`src/logic/swd_diag_consts.svh`:
```
// Constants for the switch channel diagnosis block: widths, codes, timing.
// Assumes a 50 MHz system clock; times are in ns, counts derived from them.
`ifndef SWD_DIAG_CONSTS_SVH
`define SWD_DIAG_CONSTS_SVH

`define SWD_NCH 8
`define SWD_SEL_W 4
`define SWD_CNT_W 13
`define SWD_SEL_IDLE 4'hF
`define SWD_SEL_LOOP 4'hA
`define SWD_PASS_DIR 2'h0
`define SWD_PASS_G0 2'h1
`define SWD_PASS_G1 2'h2
`define SWD_NONE_BIT 3

`define SWD_CLK_NS 20
`define SWD_SETTLE_NS 40000
`define SWD_SWITCH_NS 20000
`define SWD_ONWAIT_NS 76000
`define SWD_SYNC_NS 1000

// Longest times: round down to whole cycles
`define SWD_SETTLE_CYC ((`SWD_SETTLE_NS) / (`SWD_CLK_NS))
`define SWD_SWITCH_CYC ((`SWD_SWITCH_NS) / (`SWD_CLK_NS))
`define SWD_ONWAIT_CYC ((`SWD_ONWAIT_NS) / (`SWD_CLK_NS))
`define SWD_SYNC_CYC ((`SWD_SYNC_NS) / (`SWD_CLK_NS))

`endif

```
`src/logic/swd_pkg.sv`:
```
// Types for the switch channel diagnosis block.
// Needs swd_diag_consts.svh for widths.
`include "swd_diag_consts.svh"

package swd_pkg;

	// Analog comparator and protection levels arriving from outside the clock
	typedef struct packed {
		logic [`SWD_NCH-1:0] ovl;
		logic [`SWD_NCH-1:0] ot;
		logic [`SWD_NCH-1:0] above_thr;
		logic on_open_cmp;
	} swd_sense_t;

	typedef enum logic [4:0] {
		ST_IDLE = 5'h01,
		ST_SINGLE = 5'h02,
		ST_DIR = 5'h04,
		ST_ARM = 5'h08,
		ST_MEAS = 5'h10
	} swd_state_e_t;

	typedef struct packed {
		swd_sense_t s1;
		swd_sense_t s2;
		swd_sense_t s3;
		swd_sense_t acc;
		logic [`SWD_NCH-1:0] fault;
		logic [`SWD_NCH-1:0] chan_en;
		logic [`SWD_NCH-1:0] pull_en;
		logic [`SWD_NCH-1:0] osm;
		logic off_sum;
		logic [`SWD_SEL_W-1:0] sel;
		swd_state_e_t fsm;
		logic [`SWD_CNT_W-1:0] cnt;
		logic [1:0] pass;
		logic [2:0] ch;
		logic valid;
		logic prev_on;
		logic [`SWD_NCH-1:0] result;
		logic single_sum;
		logic loop_sum;
		logic on_sum;
		logic mux_en;
		logic [2:0] mux_chan;
	} swd_regs_t;

endpackage : swd_pkg

```
`src/logic/swd_diag.sv`:
```
// Diagnosis logic of an eight channel high-side switch: fault latching,
// output level monitor, open-load-in-on checker with select and loop.
// Assumes host strobes are one-cycle pulses on i_clk_sys; analog levels
// in i_sense are asynchronous and are synchronised here.
// Operation
// - Overload/overtemp sets flag, channel off until clear.
// - Channel diagnostics independent except paired channels.
// - Monitor bits refreshed on each monitor read.
// - Per-channel pull current, own enable bit.
// - Open load by monitor only reported, no latch.
// - Off-open summary ORs off, pulled monitor bits.
// - After reset select is 1111, check inactive.
// - Selected channel result valid after settling time.
// - Single select: other bits zero, refresh on read.
// - Single select: summary mirrors result, refresh on read.
// - Select 1010 starts autonomous channel loop.
// - Loop order: direct, generator 0, generator 1.
// - Direct: settle plus sync, then switch plus sync.
// - Direct channel off at its turn gives zero.
// - Generator channel: on edge, wait on-wait plus switch.
// - Generator on phase too short gives zero.
// - Loop end: select 1111, results held.
// - Summary ORs results in loop, holds afterwards.
// - Reserved select values give zero summary.
`timescale 1ns/1ns
`include "swd_diag_consts.svh"

module swd_diag #(
	parameter int unsigned P_PWM_WAIT_CYC = `SWD_ONWAIT_CYC + `SWD_SWITCH_CYC
) (
	input wire logic i_clk_sys,
	input wire logic i_rst_b,
	input wire swd_pkg::swd_sense_t i_sense,
	input wire logic [`SWD_NCH-1:0] i_chan_on_req,
	input wire logic [`SWD_NCH-1:0] i_latch_clear_bit,
	input wire logic [3:0] i_pair_en,
	input wire logic [`SWD_NCH-1:0] i_pull_current_enable,
	input wire logic [`SWD_NCH-1:0] i_pwm_map0,
	input wire logic [`SWD_NCH-1:0] i_pwm_map1,
	input wire logic i_osm_read,
	input wire logic i_on_open_read,
	input wire logic i_std_diag_read,
	input wire logic i_sel_wr,
	input wire logic [`SWD_SEL_W-1:0] i_sel_data,
	output logic [`SWD_NCH-1:0] o_chan_en,
	output logic [`SWD_NCH-1:0] o_channel_fault_flag,
	output logic [`SWD_NCH-1:0] o_pull_src_en,
	output logic [`SWD_NCH-1:0] o_output_level_monitor,
	output logic o_off_open_summary,
	output logic [`SWD_SEL_W-1:0] o_on_open_select,
	output logic [`SWD_NCH-1:0] o_on_open_result,
	output logic o_on_open_summary,
	output logic o_mux_en,
	output logic [2:0] o_mux_chan
);

	////////////////////////////////////////////////////////////////////////

	// Lowest channel at or above 'from' in mask; bit 3 set when none
	function automatic logic [3:0] swd_next_ch(input logic [`SWD_NCH-1:0] mask,
			input logic [3:0] from);
		logic [3:0] r;
		r = 4'h8;
		for (int i = `SWD_NCH - 1; i >= 0; i--) begin
			if (mask[i] && (4'(i) >= from)) begin
				r = 4'(i);
			end
		end
		return r;
	endfunction : swd_next_ch

	// Channels visited in each loop pass; generator 0 wins a double mapping
	function automatic logic [`SWD_NCH-1:0] swd_pass_mask(input logic [1:0] p,
			input logic [`SWD_NCH-1:0] m0, input logic [`SWD_NCH-1:0] m1);
		logic [`SWD_NCH-1:0] r;
		case (p)
			`SWD_PASS_DIR: r = ~(m0 | m1);
			`SWD_PASS_G0: r = m0;
			`SWD_PASS_G1: r = m1 & ~m0;
			default: r = '0;
		endcase
		return r;
	endfunction : swd_pass_mask

	// Select codes 0000 to 0111 name one channel for the single check
	function automatic logic swd_is_chan(input logic [`SWD_SEL_W-1:0] v);
		return v[`SWD_SEL_W-1] == 1'b0;
	endfunction : swd_is_chan

	// Counter step; callers test for zero first, so it never wraps
	function automatic logic [`SWD_CNT_W-1:0] swd_dec(input logic [`SWD_CNT_W-1:0] c);
		return c - `SWD_CNT_W'(1);
	endfunction : swd_dec

	////////////////////////////////////////////////////////////////////////

	localparam logic [`SWD_CNT_W-1:0] C_SET_SYNC =
		`SWD_CNT_W'(`SWD_SETTLE_CYC + `SWD_SYNC_CYC);
	localparam logic [`SWD_CNT_W-1:0] C_SW_SYNC =
		`SWD_CNT_W'(`SWD_SWITCH_CYC + `SWD_SYNC_CYC);
	localparam logic [`SWD_CNT_W-1:0] C_SET = `SWD_CNT_W'(`SWD_SETTLE_CYC);
	localparam logic [`SWD_CNT_W-1:0] C_PWM = `SWD_CNT_W'(P_PWM_WAIT_CYC);

	swd_pkg::swd_regs_t s;
	swd_pkg::swd_regs_t n;

	logic [`SWD_NCH-1:0] evt;
	logic [`SWD_NCH-1:0] pair_evt;
	logic on_now;
	logic cmp;
	logic adv;
	logic scan;
	logic scan_start;
	logic found;
	logic [1:0] p;
	logic [3:0] r;

	always_comb begin
		n = s;
		adv = 1'b0;
		scan = 1'b0;
		scan_start = 1'b0;
		found = 1'b0;
		p = '0;
		r = '0;

		// Three-stage sync; a bit moves only when stages two and three agree
		n.s1 = i_sense;
		n.s2 = s.s1;
		n.s3 = s.s2;
		n.acc = swd_pkg::swd_sense_t'((~(s.s2 ^ s.s3) & s.s3) | ((s.s2 ^ s.s3) & s.acc));
		cmp = s.acc.on_open_cmp;

		// Fault latch; a new event beats a clear in the same cycle
		evt = s.acc.ovl | s.acc.ot;
		pair_evt = evt;
		for (int k = 0; k < 4; k++) begin
			if (i_pair_en[k]) begin
				pair_evt[2 * k] = evt[2 * k] | evt[2 * k + 1];
				pair_evt[2 * k + 1] = evt[2 * k] | evt[2 * k + 1];
			end
		end
		n.fault = (s.fault & ~i_latch_clear_bit) | pair_evt;
		n.chan_en = i_chan_on_req & ~n.fault;
		n.pull_en = i_pull_current_enable;

		// Monitor bits touch nothing but reporting
		if (i_osm_read) begin
			n.osm = s.acc.above_thr;
		end
		n.off_sum = |(s.osm & ~s.chan_en & s.pull_en);

		on_now = s.chan_en[s.ch];
		n.prev_on = on_now;

		case (s.fsm)
			swd_pkg::ST_IDLE: begin
				n.mux_en = 1'b0;
			end
			swd_pkg::ST_SINGLE: begin
				// Results read before the settling count ends report zero
				if (s.cnt != '0) begin
					n.cnt = swd_dec(s.cnt);
				end else begin
					n.valid = 1'b1;
				end
				if (i_on_open_read) begin
					n.result = '0;
					n.result[s.ch] = s.valid & cmp;
				end
				if (i_std_diag_read) begin
					n.single_sum = s.valid & cmp;
				end
			end
			swd_pkg::ST_DIR: begin
				if (s.cnt != '0) begin
					n.cnt = swd_dec(s.cnt);
				end else begin
					n.result[s.ch] = on_now & cmp;
					adv = 1'b1;
				end
			end
			swd_pkg::ST_ARM: begin
				if (s.cnt != '0) begin
					n.cnt = swd_dec(s.cnt);
				end else if (on_now && !s.prev_on) begin
					n.fsm = swd_pkg::ST_MEAS;
					n.cnt = C_PWM;
				end
			end
			swd_pkg::ST_MEAS: begin
				// An on phase shorter than the wait cannot be trusted
				if (!on_now) begin
					n.result[s.ch] = 1'b0;
					adv = 1'b1;
				end else if (s.cnt == '0) begin
					n.result[s.ch] = cmp;
					adv = 1'b1;
				end else begin
					n.cnt = swd_dec(s.cnt);
				end
			end
			default: begin
				n.fsm = swd_pkg::ST_IDLE;
			end
		endcase

		// Host write replaces whatever the checker was doing
		if (i_sel_wr) begin
			n.sel = i_sel_data;
			n.valid = 1'b0;
			n.single_sum = 1'b0;
			n.mux_en = 1'b0;
			n.fsm = swd_pkg::ST_IDLE;
			adv = 1'b0;
			if (swd_is_chan(i_sel_data)) begin
				n.fsm = swd_pkg::ST_SINGLE;
				n.ch = i_sel_data[2:0];
				n.cnt = C_SET;
				n.result = '0;
				n.mux_en = 1'b1;
			end else if (i_sel_data == `SWD_SEL_LOOP) begin
				n.result = '0;
				scan = 1'b1;
				scan_start = 1'b1;
			end
		end
		scan = scan | adv;

		// Find the next channel to visit, moving on to later passes
		if (scan) begin
			for (int k = 0; k < 3; k++) begin
				p = scan_start ? 2'(k) : 2'(s.pass + 2'(k));
				if (!found && (p <= `SWD_PASS_G1) && (scan_start || (32'(s.pass) + k <= 2))) begin
					r = swd_next_ch(swd_pass_mask(p, i_pwm_map0, i_pwm_map1),
						(!scan_start && k == 0) ? 4'({1'b0, s.ch} + 4'h1) : 4'h0);
					if (!r[`SWD_NONE_BIT]) begin
						found = 1'b1;
						n.pass = p;
						n.ch = r[2:0];
						n.mux_en = 1'b1;
						if (p == `SWD_PASS_DIR) begin
							n.fsm = swd_pkg::ST_DIR;
							n.cnt = scan_start ? C_SET_SYNC : C_SW_SYNC;
						end else begin
							n.fsm = swd_pkg::ST_ARM;
							// The edge detector still holds the previous channel's level
							n.prev_on = 1'b1;
							// Settling wait only when entering the generator passes
							n.cnt = (scan_start || s.pass == `SWD_PASS_DIR) ? C_SET : '0;
						end
					end
				end
			end
			// Nothing left in any pass: the loop is complete
			if (!found) begin
				n.fsm = swd_pkg::ST_IDLE;
				n.sel = `SWD_SEL_IDLE;
				n.loop_sum = |n.result;
				n.mux_en = 1'b0;
			end
		end
		n.mux_chan = n.ch;

		// Summary as seen by the standard diagnosis word
		case (s.sel)
			`SWD_SEL_LOOP: n.on_sum = |s.result;
			`SWD_SEL_IDLE: n.on_sum = s.loop_sum;
			default: n.on_sum = swd_is_chan(s.sel) ? s.single_sum : 1'b0;
		endcase
	end

	always_ff @(posedge i_clk_sys or negedge i_rst_b) begin
		if (!i_rst_b) begin
			// Select comes up at 1111, so no open-load-in-on check runs
			s <= '0;
			s.sel <= `SWD_SEL_IDLE;
			s.fsm <= swd_pkg::ST_IDLE;
		end else begin
			s <= n;
		end
	end

	////////////////////////////////////////////////////////////////////////

	assign o_chan_en = s.chan_en;
	assign o_channel_fault_flag = s.fault;
	assign o_pull_src_en = s.pull_en;
	assign o_output_level_monitor = s.osm;
	assign o_off_open_summary = s.off_sum;
	assign o_on_open_select = s.sel;
	assign o_on_open_result = s.result;
	assign o_on_open_summary = s.on_sum;
	assign o_mux_en = s.mux_en;
	assign o_mux_chan = s.mux_chan;

endmodule : swd_diag

```
`config.mk`:
```
export PLATFORM = sky130hd
export DESIGN_NAME = swd_diag
export DESIGN_NICKNAME = d
export VERILOG_FILES = /design/src/logic/swd_pkg.sv /design/src/logic/swd_diag.sv
export VERILOG_INCLUDE_DIRS = /design/src /design/src/logic
export SDC_FILE = /design/constraint.sdc
export NUM_CORES = 1
export LEC_CHECK = 0
export BUFFER_PORTS_ARGS = -buffer_cell sky130_fd_sc_hd__buf_2
export CORE_ASPECT_RATIO = 1.1
export CORE_MARGIN = 2
export CORE_UTILIZATION = 53
export CTS_BUF_LIST = sky130_fd_sc_hd__clkbuf_8
export CTS_CLUSTER_SIZE = 28
export DETAILED_ROUTE_END_ITERATION = 12
export GPL_TIMING_DRIVEN = 0
export HOLD_SLACK_MARGIN = 0.02
export PLACE_DENSITY = 0.78
export SLEW_MARGIN = 20
export SYNTH_ARGS = -nofsm -noshare
export SYNTH_HDL_FRONTEND = slang
export SYNTH_SLANG_ARGS = --single-unit
export TNS_END_PERCENT = 30
```
`constraint.sdc`:
```
create_clock -name i_clk_sys -period 2.8 [get_ports i_clk_sys]
set_clock_uncertainty 0.1 [all_clocks]
set_input_delay 0.56 -clock i_clk_sys [delete_from_list [all_inputs] [get_ports i_clk_sys]]
set_output_delay 0.56 -clock i_clk_sys [all_outputs]
set_load 0.01 [all_outputs]
```
==> run_results.csv <==
group,metric,value,unit
power,power,5.917,mW
finish,fillCellCount,1175,
floorplan,die_y,136.2,um
sta,min_period_over_period,1.061,
critical_path,path_buf_inv,3,
critical_path,start_kind,"input pin",
sta,slew_headroom,0.4297,
route,wl_per_cell,18.30,um
synth,yosysWarnings,0,
finish,multi_input_comb_area,3941,um2
critical_path,cp_common_cell,"buf_12",
synth,yosysSeqAreaShare,0.5176,
outcome,status,"complete, but fails checks",
cts,clockRootBuffer,"clkbuf_8",
run,maxCapViolCount,0,
synth,synthCells,810,
critical_path,worst_ep_arrival_time,3.20,ns
critical_path,slowest_stage,"or3b_1",
synth,synth_top_area_frac,0.5020,
critical_path,required,3.02,ns
critical_path,crit_path_cell_trace,"buf_12 -> or3b_1 -> buf_6 -> o211ai_1 -> nand4_1 -> o21a_1 -> and4bb_4 -> a31oi_4 -> buf_12 -> nor3_4 -> a2111o_1 -> o31ai_1",
cts,cts_sinks,174,
critical_path,path_class,"input pin to flop",
place,place_congestion,0.9407,
route,drtIter0Drc,688,
sta,finalHoldViolations,0,
synth,yosys-top-cells-count,"169 x dfrtp_1, 77 x nor2_1, 51 x a21oi_1, 51 x nand2_1, 50 x buf_4",
critical_path,cp-endpoint,"s[37]$_DFF_PN0_",
critical_path,path_depth,12,
finish,post-route-util,0.6854,
min_path,hold_class,"input pin to flop",
route,viasPerCell,5.892,
critical_path,max_stage_delay,0.38,ns
route,dr.pass1.iters,5,
synth,synth_cell_types,84,
grt,track_usage,0.2602,
critical_path,rr_endpoint,"s[37]$_DFF_PN0_",
synth,synth_largest_area_cell,"dfrtp_1",
power,p_leak,4.706,nW
grt,antenna_found_initial,0,
cts,clockBufferDepth,2,
floorplan,start_util,0.5395,
critical_path,path_delay_family,"simple AND/OR/NAND/NOR gates",
outcome,violations,"setup timing",
sta,layout_min_cycle_time,2.972,ns
finish,drive_gt1_frac,0.3704,
route,drtAntennaViolNets,0,
synth,synth-edff-count,0,
place,port_buffers,119,
cts,clk_latency,0.46,ns
floorplan,ios,129,
synth,synth.most_common_cell,"dfrtp_1",
sta,max_freq,336.5,MHz
finish,area_delta_synth_final,27.05,%
critical_path,path_max_fanout,7,
synth,synth_ff_type,"dfrtp_1",
sta,slew_violations,0,
cts,htree_num_levels,4,
route,drc_errors,0,
critical_path,endpoint_kind,"flop",
sta,worst_slack,-0.1716,ns
grt,grt_pass1_wl,34.81,mm
synth,synth_area,8424,um2
sta,rsz0062_at_grt,"yes",
critical_path,rrSetupSlack,-0.16,ns
place,place_hpwl,15.17,mm
grt,grt_max_degree,96,
power,p_per_area,552.8,nW/um2
floorplan,coreArea,15620,um2
synth,synth_nets,894,
cts,cts_tree,"done",
floorplan,die-area,16920,um2
finish,fin_nets,1086,
grt,grt_pass1_vias,6847,
critical_path,r2r_start,"s[20]$_DFFE_PN0N_",
synth,synthArstFlopShare,1.000,
synth,ys_ff_latch,174,
finish,antenna_cells,0,
route,drt-total-wl,22.23,mm
cts,numCtsBuffers,17,
synth,synth_area_leaders,"dfrtp_1 50%, buf_4 4.5%, nor2_1 3.4%",
synth,syn_area_per_cell,10.40,um2
cts,clk_pin_slew,0.09,ns
critical_path,reg2reg_depth,13,
grt,grt_overflow,0,
finish,seq_area,4364,um2
power,irDropWorstVdd,0.5777,mV
floorplan,die_w,124.2,um
route,dr_total_vias,7159,
floorplan,row_count,48,
critical_path,crit_path_start,"i_sel_data[2]",
sta,worstMarginPinSlew,0.8477,ns
sta,finalSetupViolCount,22,
[placed cells by master, fill, tap and decap left out, drive strengths merged, types with 4 or more instances in the layout]
cell	n
a21o	6
or3	5
a21oi	54
nand2	51
dfrtp	169
clkbuf	33
mux2	8
a22oi	13
o21ai	46
buf	232
xor2	10
or2	4
a211oi	6
and3	7
a211o	4
o22ai	23
o32ai	5
o21a	6
a2bb2oi	5
a32o	4
nand3b	4
o211ai	7
nand2b	26
nor2	78
dfstp	5
nor3b	4
ha	5
nor2b	8
nor3	25
o31ai	6
nor4	9
inv	34
a31oi	7
maj3	25
mux2i	7
and2	5
nand3	23
[stage by stage]
| stage | setup slack [ns] | area [um2] | hold slack, ns | TNS [ns] | std cells |
|---|---|---|---|---|---|
| 6_report | -0.1716 | 10700 | 0.1044 | -1.754 | 1215 |
| 5_1_grt | -0.2469 | 10700 | 0.06791 | -4.641 | 1215 |
| 4_1_cts | -0.1540 | 10510 | 0.07288 | -1.420 | 1206 |
| 3_5_place_dp | -0.7433 | 9368 | 0.2347 | -16.34 | 1130 |
| 3_3_place_gp | -1.505 | 9330 | 0.2316 | -270.39 | 1129 |
| 2_1_floorplan | -0.08705 | 8484 | 0.1644 | -0.4983 | 810 |
[logic make-up after synthesis]
kind of cell               Yosys count  share of synthesized area
AOI/OAI and AO/OA                  216                     0.1791
and+or+nand+nor                    260                     0.1614
xor gates and xnor gates            11                    0.01144
DFF                                174                     0.5176
adders and majority gates           30                    0.03713
buffers and inverters              102                    0.06891
muxes                               17                    0.02436
[worst min-delay path by stage]
stage                            endpoint                startpoint  depth (start not counted)  slack, ns
2_1_floorplan                   async pin                   i_rst_b                          0       0.16
3_3_place_gp             n[105]$_DFF_PN0_          n[130]$_DFF_PN0_                          0       0.23
3_5_place_dp             n[111]$_DFF_PN0_          n[136]$_DFF_PN0_                          0       0.23
4_1_cts                  n[135]$_DFF_PN0_                i_sense[8]                          1       0.07
5_1_grt                  n[148]$_DFF_PN0_               i_sense[21]                          1       0.07
6_report       o_pull_src_en[0]$_DFF_PN0_  i_pull_current_enable[0]                          1       0.10
[layer usage]
| metal | routed length [um] | global-route usage | up-vias | part of all wire |
|---|---|---|---|---|
| met3 | 1498 | 0.05903 | 80 | 0.067 |
| met4 | 842 | 0.1223 | 0 | 0.038 |
| met5 | 0 | 0 | - | 0 |
| met1 | 9270 | 0.3387 | 3483 | 0.42 |
| li1 | - | - | 3266 | - |
| met2 | 10620 | 0.4183 | 330 | 0.48 |
[cell type report]
class / instances / share of cell area
buffer: 76 / 0.05050
clock buffer: 17 / 0.02186
inverter: 26 / 0.01017
clock inverter: 15 / 0.01707
tap: 200 / 0.02338
sequential: 174 / 0.4078
multi-input combinational: 534 / 0.3682
timing repair buffer: 173 / 0.1010
[timing repair]
| action | 4_1_cts | 5_1_grt |
|---|---|---|
| hold buffers | 1 | 0 |
| setup buffers | 42 | 9 |
| gates resized for setup | 94 | 36 |
| pin swaps | 46 | 27 |
| endpoints found under the hold margin | 74 | 0 |
| endpoints found under the setup margin | 29 | 36 |
| cloned | 1 | 0 |
[where the power goes]
group          total, mW  leakage (nW)  internal [mW]  switching, mW
clock               1.83         0.215          0.897          0.929
sequential          2.85          2.06           2.70          0.146
combinational       1.25          2.44          0.574          0.671
(Power assumes the default switching activity.)
